`src/rtl/tcr_pkg.sv`:
```
package tcr_pkg;
   // ---------------------------------------------------------------
   // Register map
   // ---------------------------------------------------------------
   localparam logic [7:0]  TCR_OFS_PRIMARY   = 8'h00;
   localparam logic [7:0]  TCR_OFS_SECONDARY = 8'h04;
   localparam logic [15:0] TCR_PRIMARY_RST   = 16'h0000;
   localparam logic [15:0] TCR_SECONDARY_RST = 16'h0000;
   localparam logic [15:0] TCR_PRIMARY_MASK  = 16'h038f;
   localparam logic [15:0] TCR_SECONDARY_MASK = 16'h030d;

   // ---------------------------------------------------------------
   // Primary register fields
   // ---------------------------------------------------------------
   localparam int TCR_B_COUNT_RUN     = 0;
   localparam int TCR_B_UPDATE_BLOCK  = 1;
   localparam int TCR_B_UPDATE_SRC    = 2;
   localparam int TCR_B_SINGLE_PULSE  = 3;
   localparam int TCR_B_RELOAD_BUF    = 7;
   localparam int TCR_B_DIV_LO        = 8;
   localparam int TCR_B_DIV_HI        = 9;

   // ---------------------------------------------------------------
   // Secondary register fields
   // ---------------------------------------------------------------
   localparam int TCR_B_CTRL_PRELOAD  = 0;
   localparam int TCR_B_CTRL_UPD_SEL  = 2;
   localparam int TCR_B_DMA_SEL       = 3;
   localparam int TCR_B_PRIMARY_IDLE  = 8;
   localparam int TCR_B_COMPL_IDLE    = 9;

   // ---------------------------------------------------------------
   // Divider and lock codes, field widths
   // ---------------------------------------------------------------
   localparam logic [1:0] TCR_DIV_1 = 2'h0;
   localparam logic [1:0] TCR_DIV_2 = 2'h1;
   localparam logic [1:0] TCR_DIV_4 = 2'h2;
   localparam logic [1:0] TCR_DIV_RSV = 2'h3;
   localparam logic [1:0] TCR_LOCK_OFF = 2'h0;
   localparam int TCR_CTRL_W = 4;
   localparam int TCR_VAL_W = 16;
endpackage : tcr_pkg

```
`src/rtl/tcr_div_if.sv`:
```
`timescale 1ns/10ps
`default_nettype none
interface tcr_div_if;
   logic [1:0] div_sel;
   logic       sample_en;
   modport ctrl (output div_sel, input sample_en);
   modport div  (input div_sel, output sample_en);
endinterface : tcr_div_if
`default_nettype wire

```
`src/rtl/tcr_sample_div.sv`:
```
`timescale 1ns/10ps
`default_nettype none
module tcr_sample_div
   import tcr_pkg::*;
(
   // Clock and reset
   input  wire logic clk_sys_i,
   input  wire logic rst_i,
   // Divider control
   tcr_div_if.div    dv
);
   logic [1:0] cnt_q;
   logic [1:0] cnt_d;
   logic [1:0] sel_q;
   logic       wrap;

   // ---------------------------------------------------------------
   // Period end per setting; new setting taken only at a period end
   // ---------------------------------------------------------------
   assign wrap = (sel_q == TCR_DIV_1) ||
                 (sel_q == TCR_DIV_2 && cnt_q == 2'h1) ||
                 (sel_q == TCR_DIV_4 && cnt_q == 2'h3) ||
                 (sel_q == TCR_DIV_RSV);
   assign cnt_d = wrap ? 2'h0 : cnt_q + 2'h1;
   assign dv.sample_en = wrap;

   always_ff @(posedge clk_sys_i or posedge rst_i) begin
      if (rst_i) begin
         cnt_q <= 2'h0;
         sel_q <= TCR_DIV_1;
      end else begin
         cnt_q <= cnt_d;
         if (wrap) begin
            sel_q <= dv.div_sel;
         end
      end
   end
endmodule : tcr_sample_div
`default_nettype wire

```
`src/rtl/tcr_control.sv`:
```
// Summary of operation
// Bit 0 runs or stops the counter
// Trigger mode may set run bit
// Update block bit suppresses update events
// Update event loads buffered values into active
// Source select limits update request causes
// Single pulse clears run at update
// Reload buffering defers reload until update
// Divider field picks 1, 2, 4 periods
// Both registers reset zero, offsets 0/4
// Control preload defers channel control bits
// Update select adds trigger rising edge
// DMA select picks compare or update
// Primary idle level from bit 8
// Complement idle level from bit 9
// Lock level protects idle level bits
// Reserved bits read zero, ignore writes
// Sample clock enable glitch-free from divider
//
// Added by the designer: strobed register access.
`timescale 1ns/10ps
`default_nettype none
module tcr_control
   import tcr_pkg::*;
(
   // Clock and reset
   input  wire logic                  clk_sys_i,
   input  wire logic                  rst_i,
   // Register port
   input  wire logic [7:0]            addr_i,
   input  wire logic [15:0]           wdata_i,
   input  wire logic                  wr_i,
   input  wire logic                  rd_i,
   output logic      [15:0]           rdata_o,
   // Counter events, same clock
   input  wire logic                  overflow_i,
   input  wire logic                  update_generate_bit_i,
   input  wire logic                  slave_update_i,
   input  wire logic                  trigger_start_i,
   input  wire logic                  commutation_generate_i,
   input  wire logic                  compare_event_i,
   input  wire logic [1:0]            lock_level_i,
   input  wire logic                  main_output_on_i,
   // Trigger pin
   input  wire logic                  trigger_input_i,
   // Shadow values written by software
   input  wire logic [TCR_VAL_W-1:0]  reload_value_i,
   input  wire logic                  reload_write_i,
   input  wire logic [TCR_VAL_W-1:0]  prescale_value_i,
   input  wire logic [TCR_VAL_W-1:0]  channel_compare_value_i,
   input  wire logic [TCR_CTRL_W-1:0] channel_ctrl_i,
   // Block outputs
   output logic                       count_run_o,
   output logic                       update_event_signal_o,
   output logic                       update_request_o,
   output logic                       channel_dma_request_o,
   output logic                       sample_en_o,
   output logic [TCR_VAL_W-1:0]       reload_active_o,
   output logic [TCR_VAL_W-1:0]       prescale_active_o,
   output logic [TCR_VAL_W-1:0]       compare_active_o,
   output logic [TCR_CTRL_W-1:0]      channel_ctrl_active_o,
   output logic                       primary_channel_output_o,
   output logic                       complement_channel_output_o
);
   // ---------------------------------------------------------------
   // State
   // ---------------------------------------------------------------
   logic [15:0]           prim_q;
   logic [15:0]           sec_q;
   logic [15:0]           rdata_q;
   logic [2:0]            trig_sync_q;
   logic [TCR_VAL_W-1:0]  reload_q;
   logic [TCR_VAL_W-1:0]  presc_q;
   logic [TCR_VAL_W-1:0]  cmp_q;
   logic [TCR_CTRL_W-1:0] cctl_q;
   logic                  upd_q;
   logic                  ureq_q;
   logic                  dreq_q;
   logic                  pidle_q;
   logic                  cidle_q;

   // ---------------------------------------------------------------
   // Decode
   // ---------------------------------------------------------------
   logic        sel_prim;
   logic        sel_sec;
   logic        wr_prim;
   logic        wr_sec;
   logic        locked;
   logic [15:0] prim_wval;
   logic [15:0] sec_wval;
   logic [15:0] rd_mux;

   assign sel_prim  = (addr_i == TCR_OFS_PRIMARY);
   assign sel_sec   = (addr_i == TCR_OFS_SECONDARY);
   assign wr_prim   = wr_i && sel_prim;
   assign wr_sec    = wr_i && sel_sec;
   assign locked    = (lock_level_i != TCR_LOCK_OFF);
   assign prim_wval = wdata_i & TCR_PRIMARY_MASK;
   assign rd_mux    = sel_prim ? prim_q :
                      sel_sec  ? sec_q  : 16'h0000;

   // Idle bits keep old value while locked
   assign sec_wval  = locked ?
      ((wdata_i & TCR_SECONDARY_MASK & 16'hfcff) | (sec_q & 16'h0300)) :
      (wdata_i & TCR_SECONDARY_MASK);

   // ---------------------------------------------------------------
   // Update event logic
   // ---------------------------------------------------------------
   logic update_block;
   logic update_src;
   logic upd_raw;
   logic upd_ev;
   logic req_ev;
   logic trig_rise;
   logic ctrl_xfer;
   logic reload_now;

   assign update_block = prim_q[TCR_B_UPDATE_BLOCK];
   assign update_src   = prim_q[TCR_B_UPDATE_SRC];
   assign upd_raw   = overflow_i || update_generate_bit_i || slave_update_i;
   assign upd_ev    = !update_block && upd_raw;
   assign req_ev    = upd_ev && (!update_src || overflow_i);
   assign trig_rise = trig_sync_q[1] && !trig_sync_q[2];
   assign ctrl_xfer = commutation_generate_i ||
                      (sec_q[TCR_B_CTRL_UPD_SEL] && trig_rise);
   assign reload_now = !prim_q[TCR_B_RELOAD_BUF] && reload_write_i;

   // ---------------------------------------------------------------
   // Divider
   // ---------------------------------------------------------------
   tcr_div_if div_bus ();
   assign div_bus.div_sel = prim_q[TCR_B_DIV_HI:TCR_B_DIV_LO];
   assign sample_en_o     = div_bus.sample_en;

   tcr_sample_div u_div (
      .clk_sys_i (clk_sys_i),
      .rst_i     (rst_i),
      .dv        (div_bus.div)
   );

   // ---------------------------------------------------------------
   // Control registers
   // ---------------------------------------------------------------
   always_ff @(posedge clk_sys_i or posedge rst_i) begin
      if (rst_i) begin
         prim_q <= TCR_PRIMARY_RST;
         sec_q  <= TCR_SECONDARY_RST;
      end else begin
         if (wr_prim) begin
            prim_q <= prim_wval;
         end
         if (trigger_start_i) begin
            prim_q[TCR_B_COUNT_RUN] <= 1'b1;
         end
         if (upd_ev && prim_q[TCR_B_SINGLE_PULSE]) begin
            prim_q[TCR_B_COUNT_RUN] <= 1'b0;
         end
         if (wr_sec) begin
            sec_q <= sec_wval;
         end
      end
   end

   // ---------------------------------------------------------------
   // Active values and requests
   // ---------------------------------------------------------------
   always_ff @(posedge clk_sys_i or posedge rst_i) begin
      if (rst_i) begin
         reload_q <= '0;
         presc_q  <= '0;
         cmp_q    <= '0;
         cctl_q   <= '0;
      end else begin
         if (upd_ev || reload_now) begin
            reload_q <= reload_value_i;
         end
         if (upd_ev) begin
            presc_q <= prescale_value_i;
            cmp_q   <= channel_compare_value_i;
         end
         if (!sec_q[TCR_B_CTRL_PRELOAD] || ctrl_xfer) begin
            cctl_q <= channel_ctrl_i;
         end
      end
   end

   always_ff @(posedge clk_sys_i or posedge rst_i) begin
      if (rst_i) begin
         trig_sync_q <= 3'h0;
         upd_q       <= 1'b0;
         ureq_q      <= 1'b0;
         dreq_q      <= 1'b0;
         pidle_q     <= 1'b0;
         cidle_q     <= 1'b0;
         rdata_q     <= 16'h0000;
      end else begin
         trig_sync_q <= {trig_sync_q[1:0], trigger_input_i};
         upd_q       <= upd_ev;
         ureq_q      <= req_ev;
         dreq_q      <= sec_q[TCR_B_DMA_SEL] ? req_ev : compare_event_i;
         pidle_q     <= sec_q[TCR_B_PRIMARY_IDLE];
         cidle_q     <= sec_q[TCR_B_COMPL_IDLE];
         if (rd_i) begin
            rdata_q <= rd_mux;
         end
      end
   end

   // ---------------------------------------------------------------
   // Outputs
   // ---------------------------------------------------------------
   assign rdata_o                     = rdata_q;
   assign count_run_o                 = prim_q[TCR_B_COUNT_RUN];
   assign update_event_signal_o       = upd_q;
   assign update_request_o            = ureq_q;
   assign channel_dma_request_o       = dreq_q;
   assign reload_active_o             = reload_q;
   assign prescale_active_o           = presc_q;
   assign compare_active_o            = cmp_q;
   assign channel_ctrl_active_o       = cctl_q;
   assign primary_channel_output_o    = main_output_on_i ? 1'b0 : pidle_q;
   assign complement_channel_output_o = main_output_on_i ? 1'b0 : cidle_q;
endmodule : tcr_control
`default_nettype wire

```
`config.mk`:
```
export PLATFORM = sky130hd
export DESIGN_NAME = tcr_control
export DESIGN_NICKNAME = d
export VERILOG_FILES = /design/src/rtl/tcr_pkg.sv /design/src/rtl/tcr_div_if.sv /design/src/rtl/tcr_sample_div.sv /design/src/rtl/tcr_control.sv
export SDC_FILE = /design/constraint.sdc
export NUM_CORES = 1
export LEC_CHECK = 0
export BUFFER_PORTS_ARGS = -buffer_cell sky130_fd_sc_hd__buf_2
export CORE_ASPECT_RATIO = 0.8
export CORE_UTILIZATION = 40
export CTS_CLUSTER_DIAMETER = 150
export DETAILED_ROUTE_END_ITERATION = 10
export GPL_TIMING_DRIVEN = 0
export PLACE_DENSITY = 0.81
export SETUP_SLACK_MARGIN = 0.02
export SLEW_MARGIN = 20
export SYNTH_ARGS = -nofsm -noshare
export SYNTH_HDL_FRONTEND = slang
export SYNTH_SLANG_ARGS = --single-unit
```
`constraint.sdc`:
```
create_clock -name clk_sys_i -period 2.9 [get_ports clk_sys_i]
set_input_delay 0 -clock clk_sys_i [delete_from_list [all_inputs] [get_ports clk_sys_i]]
set_output_delay 0 -clock clk_sys_i [all_outputs]
set_load 0.1 [all_outputs]
```
==> key figures, run 1 <==
Status
  • Status: finished, final reports clean

Finish
  • Final core occ: 64.2%
  • Net count, final: 545
  • Layout cells sized above 1: 54.0%
  • Fillers: 623
  • Commonest non-fill, non-tap cells in the layout: buf_2 (150), dfrtp_1 (83), mux2_2 (64), dlygate4sd3_1 (64), inv_1 (12)
  • Area Growth Syn to Fin: 55.0%
  • Commonest non-fill, non-tap cell in the layout: buf_2
  • Antenna fix cells: 0

GRT
  • Vias in the first global route: 2,870
  • Initial antenna violation count: 0
  • Gr usage total: 20.3%
  • Total gr overflow: 0
  • First-pass GRT wire length: 13,600 um
  • Largest net degree at the start of global routing: 48

Floorplan
  • Core area: 0.00798 mm2
  • Die Y: 83.3 um
  • I/O pins: 166
  • Initial Util: 41.4%
  • Core Rows: 29
  • Die ar.: 0.00863 mm2
  • Die X: 104 um

Yosys
  • Main area contributors after synthesis: dfrtp_1 (63%), mux2_2 (22%), buf_4 (2.0%), inv_1 (1.5%), nor4_4 (1.3%)
  • Async SR Flop Fraction: 100%
  • Synthesized area: 0.00330 mm2
  • Top cell type's share of synthesized area: 62.9%
  • Synth area leader: dfrtp_1
  • Post-synth EDFFs: 0
  • Syn Area/Cell: 14.9 um2
  • Post-Syn Instances: 222
  • Number of synthesis warnings: 0
  • FF+latch count, synth: 83
  • Top_reg_cell synth: dfrtp_1
  • Cell variety after synth: 28
  • Register area share after synthesis: 62.9%

Routing
  • Routed Antenna Nets: 0
  • TritonRoute pass-1 iters: 4
  • Wirelength, routed: 8120 um
  • Via count: 2,615
  • DRC violations left: 0
  • DR WL/cell: 14.4 um
  • DRT iter0 DRCs: 67
  • Routed vias/inst: 4.63

Timing
  • Tcrit/Tclk final: 61.1%
  • Rel. slew slack: 55.5%
  • Clock Skew: 0.0118 ns
  • Final setup fails: 0
  • Max frequency: 0.564 GHz
  • Max-slew violation count: 0
  • Tmin final: 1.77 ns
  • RSZ-0062 raised after global routing: no
  • Minimum hold slack: 0.0255 ns
  • Fin. Hold Viols: 0
  • Worst Tran Pin Value: 0.662 ns

Clock tree
  • CTS Buffer Depth: 2
  • CTS resizes: 0
  • CTS buffer count: 9
  • Clk Latency, worst-skew pair: 0.34 ns
  • Clk slew on worst S/H paths: 0.09 ns
  • Htree depth: 3
  • Clk sinks: 83
  • CTS tree: done
  • Root Buffer: clkbuf_8

Critical path
  • Crit Path Class: reg -> reg
  • CP endpoint kind: flop
  • Critical Path RT: 3.12 ns
  • Reg2reg setup slack: 1.13 ns
  • Worst setup SP type: flop
  • CP max FO: 10
  • CP arrival: 1.99 ns

Power and ir drop
  • Worst vdd ir: 432 uV
  • Power per cell area: 637 mW/mm2
  • P_leak: 2.50 nW

Placed design
  • Routability cong.: 0.755
  • Hpwl dp: 5340 um
  • Buffers on Ports: 146

Flow run
  • Max-capacitance violation count: 0

Hold path
  • Tightest Hold Check Type: in -> reg
-- final timing paths --
path | startpoint | cells after the start | endpoint
max reg2reg | prim_q[1]$_DFFE_PP0P_ | 3 | prescale_active_o[12]$_DFFE_PP0P_
min in group asynchronous | rst_i | 3 | reload_active_o[11]$_DFFE_PP0P_
max in group asynchronous | rst_i | 4 | compare_active_o[2]$_DFFE_PP0P_
min | addr_i[6] | 4 | rdata_o[1]$_DFFE_PP0P_
max | prim_q[1]$_DFFE_PP0P_ | 3 | prescale_active_o[12]$_DFFE_PP0P_
min reg2reg | trig_sync_q[0]$_DFF_PP0_ | 0 | trig_sync_q[1]$_DFF_PP0_
-- area by class of cell --
class                      count  area, um2  share of cell area [%]
buffer                        14       91.3                    1.78
timing repair buffer         211       1390                    27.2
multi-input combinational    120       1120                    21.8
clock buffer                  11        151                    2.96
inverter                      13       51.3                    1.00
sequential                    83       2080                    40.6
tap                          108        135                    2.64
clock inverter                 5        108                    2.10
-- per-stage QoR --
stage	setup TNS (ns)	power, mW	instance area, um2	setup slack (ns)	instances
2_1_floorplan	0	2.00	3330	0.507	230
3_3_place_gp	-4.02	2.16	4200	-0.0537	484
3_5_place_dp	0	2.18	4220	1.06	485
4_1_cts	0	3.29	5120	1.04	565
5_1_grt	0	3.40	5120	0.921	565
6_report	0	3.26	5120	1.13	565
-- synthesized netlist by cell type, types with 2 or more instances --
cell type / number
dfrtp_1: 83
mux2_2: 64
inv_1: 13
buf_4: 9
o21ai_0: 6
a22oi_1: 5
nor2_1: 5
o22ai_1: 5
buf_2: 4
nand4_1: 3
nor2b_1: 3
a21oi_1: 2
ha_1: 2
nand2_1: 2
nand3b_1: 2
nor4_4: 2
-- timing repair --
item / CTS / global route
setup buffers: 0 / 0
hold buffers: 64 / 0
hold endpoints to repair: 103 / 0
-- cells by family (layout without fill, tap and decap cells) --
family	after synthesis	after routing	synth area share, %
simple gates	23	23	5.76
mux	64	64	21.8
buf+inv	27	254	4.24
other cells	1	9	0.114
flops	83	83	62.9
compound gates	22	22	4.43
fa+ha+maj	2	2	0.757
-- metal layers --
metal / GRT usage, % / wire length (um)
met1: 22.6 / 3200
met5: 0 / 0
met3: 6.28 / 456
met2: 36.9 / 4320
met4: 6.98 / 150
-- worst max-delay path, cell delays in order, from the launching register on --
cell and delay [ns]:
dfrtp_1 0.45, nor2_1 0.46, buf_2 0.36, mux2_2 0.38
-- sequential cells by signal, summed over array words and instances (netlist names), 2 cells and up --
| name | flops |
|---|---|
| channel_ctrl_active_o | 4 |
| compare_active_o | 16 |
| prescale_active_o | 16 |
| prim_q | 7 |
| rdata_o | 7 |
| reload_active_o | 16 |
| sec_q | 5 |
| trig_sync_q | 3 |
| u_div.cnt_q | 2 |
| u_div.sel_q | 2 |
-- where the power goes --
group | leakage [nW] | internal [mW] | total [mW] | switching, mW
sequential | 1.01 | 1.24 | 1.29 | 0.0523
clock | 0.130 | 0.624 | 1.04 | 0.412
combinational | 1.36 | 0.246 | 0.937 | 0.691
total | 2.50 | 2.11 | 3.26 | 1.16
(Power assumes the default switching activity.)
==> run 2: changes to the inputs <==
ABC_AREA = 1   (was unset)
PLACE_DENSITY = 0.83   (was 0.81)
clock period = 1.6 ns   (was 2.9 ns; I/O delays follow)
==> key figures, run 2 <==
Timing
  • Tmin final: 1.48 ns
  • Clock Skew: 0.0112 ns (was 0.0118 ns)
  • Tcrit/Tclk final: 92.5%
  • Max frequency: 0.676 GHz
  • Fin. Hold Viols: 0 (unchanged)
  • RSZ-0062 raised after global routing: no (unchanged)
  • Final setup fails: 0 (unchanged)
  • Setup TNS Final: 0 ns (unchanged)
  • Rel. slew slack: 57.4% (was 55.5%)
  • Worst Tran Pin Value: 0.638 ns (was 0.662 ns)
  • Max-slew violation count: 0 (unchanged)

Yosys
  • Async SR Flop Fraction: 100% (unchanged)
  • Synth top cells by count: nand2_1 (172), dfrtp_1 (83), inv_1 (41) (was dfrtp_1 (83), mux2_2 (64), inv_1 (13))
  • Adder-Cell Fraction of Synth Area: 0.729% (was 0.758%)
  • Synth Area in Simple Gates: 24.8% (was 5.76%)
  • Post-synth EDFFs: 0 (unchanged)
  • Cell variety after synth: 25 (was 28)
  • Number of synthesis warnings: 0 (unchanged)
  • Main area contributors after synthesis: dfrtp_1 (61%), nand2_1 (19%), inv_1 (4.5%), o21ai_1 (3.2%), buf_4 (2.0%) (was dfrtp_1 (63%), mux2_2 (22%), buf_4 (2.0%), inv_1 (1.5%), nor4_4 (1.3%))
  • Synth Area in Compound Gates: 5.18% (was 4.43%)
  • Register area share after synthesis: 60.5% (was 62.9%)
  • Top-count cell post-synth: nand2_1 (was dfrtp_1)
  • Post-Syn Instances: 391 (was 222)
  • Synth area leader: dfrtp_1 (unchanged)
  • Top cell type's share of synthesized area: 60.5% (was 62.9%)
  • Main combinational cell family by area after synthesis: simple AND/OR/NAND/NOR gates (was multiplexers)
  • Mux share of post-synthesis cell area: 0% (was 21.8%)
  • Synth Area in XOR/XNOR: 0% (unchanged)
  • Synthesized area: 0.00343 mm2 (was 0.00330 mm2)
  • FF+latch count, synth: 83 (unchanged)
  • Top_reg_cell synth: dfrtp_1 (unchanged)
  • Syn Area/Cell: 8.77 um2 (was 14.9 um2)

Floorplan
  • Die X: 106 um (was 104 um)
  • Initial Util: 42.2% (was 41.4%)
  • Die Y: 84.8 um (was 83.3 um)
  • Core area: 0.00813 mm2 (was 0.00798 mm2)
  • Core Rows: 29 (unchanged)
  • I/O pins: 166 (unchanged)
  • Die ar.: 0.00895 mm2 (was 0.00863 mm2)

Routing
  • Wirelength, routed: 9400 um (was 8120 um)
  • DRT iter0 DRCs: 106 (was 67)
  • DR WL/cell: 12.7 um (was 14.4 um)
  • Routed vias/inst: 4.53 (was 4.63)
  • Routed Antenna Nets: 0 (unchanged)
  • DRC violations left: 0 (unchanged)
  • TritonRoute pass-1 iters: 4 (unchanged)
  • Via count: 3,362 (was 2,615)

Critical path
  • CP Cell Sequence: ha_1 > nor3_2 > inv_1 > nand2_1 > inv_2 > buf_12 (was nor2_1 > buf_2 > mux2_2)
  • Critical Path RT: 1.60 ns (was 3.12 ns)
  • CP arrival: 1.48 ns (was 1.99 ns)
  • WP depth: 6 (was 3)
  • CP max FO: 3 (was 10)
  • Worst R2R Path Depth: 6 (was 3)
  • Crit Path Class: reg -> out (was reg -> reg)
  • CP endpoint kind: output pin (was flop)
  • Worst setup SP type: flop (unchanged)
  • Worst path bufs/invs: 3 (was 1)
  • CP max stage cell: dfrtp_1 (was nor2_1)
  • CP max stage delay: 0.41 ns (was 0.46 ns)
  • Kind of cell adding the most delay to the critical path: flip-flops (was simple AND/OR/NAND/NOR gates)

Finish
  • Net count, final: 722 (was 545)
  • Commonest non-fill, non-tap cell in the layout: nand2_1 (was buf_2)
  • Layout cells sized above 1: 32.6% (was 54.0%)
  • Fin cells: 742 (was 565)
  • Commonest non-fill, non-tap cells in the layout: nand2_1 (172), buf_2 (154), dfrtp_1 (83), dlygate4sd3_1 (71), inv_1 (39) (was buf_2 (150), dfrtp_1 (83), mux2_2 (64), dlygate4sd3_1 (64), inv_1 (12))
  • Area Growth Syn to Fin: 55.3% (was 55.0%)
  • Final core occ: 65.5% (was 64.2%)
  • Antenna fix cells: 0 (unchanged)

Clock tree
  • Clk slew on worst S/H paths: 0.08 ns (was 0.09 ns)
  • Htree depth: 3 (unchanged)
  • Root Buffer: clkbuf_8 (unchanged)
  • CTS Buffer Depth: 2 (unchanged)
  • Clk sinks: 83 (unchanged)
  • Clk Latency, worst-skew pair: 0.34 ns (about the same)
  • CTS tree: done (unchanged)
  • CTS buffer count: 9 (unchanged)

Power and ir drop
  • Switching share of power: 51.6% (was 35.4%)
  • Int Pwr: 4.04 mW (was 2.11 mW)
  • Power per cell area: 1560 mW/mm2 (was 637 mW/mm2)
  • Logic pwr share: 48.6% (was 28.7%)
  • Clock Power Share: 18.9% (was 31.8%)
  • Worst vdd ir: 1670 uV (was 432 uV)
  • Seq pwr share: 32.5% (was 39.6%)
  • P_leak: 3.02 nW (was 2.50 nW)
  • Net Sw Power: 4.30 mW (was 1.16 mW)

Placed design
  • Hpwl dp: 6010 um (was 5340 um)
  • Placed insts: 655 (was 485)
  • Routability cong.: 0.794 (was 0.755)
  • Buffers on Ports: 146 (unchanged)

Hold path
  • Tightest Hold Check Type: in -> reg (unchanged)
  • Hold path cells: 4 (unchanged)

GRT
  • Vias in the first global route: 3,392 (was 2,870)
  • First-pass GRT wire length: 15,300 um (was 13,600 um)
  • Total gr overflow: 0 (unchanged)
  • Gr usage total: 21.9% (was 20.3%)
  • Largest net degree at the start of global routing: 30 (was 48)
  • Initial antenna violation count: 0 (unchanged)

Flow run
  • Max-capacitance violation count: 0 (unchanged)

Status
  • Status: finished, final reports clean (unchanged)
-- run 2: cell types whose count changed after synthesis, moves of 5 or more --
| cell | change |
|---|---|
| nand2_1 | +170 |
| mux2_2 | -64 |
| inv_1 | +28 |
| a22oi_1 | -5 |
| buf_2 | +5 |
| o22ai_1 | -5 |
| o21ai_1 | +22 |
| nor2_1 | +7 |
| nand3_1 | +12 |
-- run 2: power groups by stage --
| stage | clock, mW | sequential (mW) | combinational (mW) |
|---|---|---|---|
| finish | 1.58 | 2.71 | 4.05 |
| global route | 1.72 | 2.76 | 4.20 |
| CTS | 1.62 | 2.70 | 4.00 |
| detailed placement | 0 | 2.72 | 3.84 |
| global placement | 0 | 2.71 | 3.78 |
| floorplan | 0 | 5.22 | 0.680 |
-- run 2: final timing paths --
kind	from	to	slack (ns)
min in group asynchronous	rst_i	reload_active_o[6]$_DFFE_PP0P_	0.33
hold reg to reg	trig_sync_q[0]$_DFF_PP0_	trig_sync_q[1]$_DFF_PP0_	0.36
hold / removal	wr_i	prim_q[8]$_DFFE_PP0P_	0.06
max in group asynchronous	rst_i	compare_active_o[15]$_DFFE_PP0P_	0.73
setup reg to reg	prim_q[1]$_DFFE_PP0P_	reload_active_o[10]$_DFFE_PP0P_	0.25
setup / recovery	u_div.cnt_q[0]$_DFF_PP0_	sample_en_o	0.12
-- run 2: stage by stage --
stage / hold slack (ns) / worst slack [ns] / power (mW) / area, um2
4_1_cts: 0.0280 / 0.0363 / 8.31 / 5320
5_1_grt: 0.0309 / 0.0228 / 8.68 / 5330
6_report: 0.0565 / 0.121 / 8.34 / 5330
3_5_place_dp: 0.113 / 0.277 / 6.56 / 4380
2_1_floorplan: 0.0314 / 0.0750 / 5.90 / 3470
3_3_place_gp: 0.111 / 0.128 / 6.50 / 4340
-- run 2: cell families after synthesis --
kind of cell               count (synthesis)
and+or+nand+nor                          209
DFF                                       83
buffers and inverters                     65
AOI/OAI and AO/OA                         31
adders and majority gates                  2
other                                      1
-- run 2: worst reg2reg max path, stage by stage (launching register included) --
cell and delay, ns:
dfrtp_1 0.40, inv_2 0.09, nand2_2 0.16, o21ai_2 0.16, buf_2 0.27, nand2_1 0.08, o21ai_1 0.12
-- run 2: area by class of cell --
class / instances / area [um2]
Fill cell: 657 / 2800
Clock inverter: 3 / 45.0
Sequential cell: 83 / 2080
Timing Repair Buffer: 219 / 1500
Tap cell: 108 / 135
Buffer: 20 / 128
Multi-Input combinational cell: 251 / 1100
Clock buffer: 13 / 169
Inverter: 45 / 173
-- run 2: per-layer routing --
metal / share of wire [%] / vias to the layer above / GRT usage, %
met5: 0 / - / 0
met3: 4.3 / 26 / 6.22
li1: - / 1637 / -
met4: 3.1 / 0 / 9.09
met2: 51 / 111 / 38.9
met1: 41 / 1588 / 25.1
-- run 2: repair_timing --
item / CTS / global route
gates resized for setup: 4 / 4
buffers inserted: 0 / 0
endpoints found under the hold margin: 97 / 0
setup endpoints to repair: 1 / 1
hold buffers: 71 / 0
pin swaps: 0 / 2
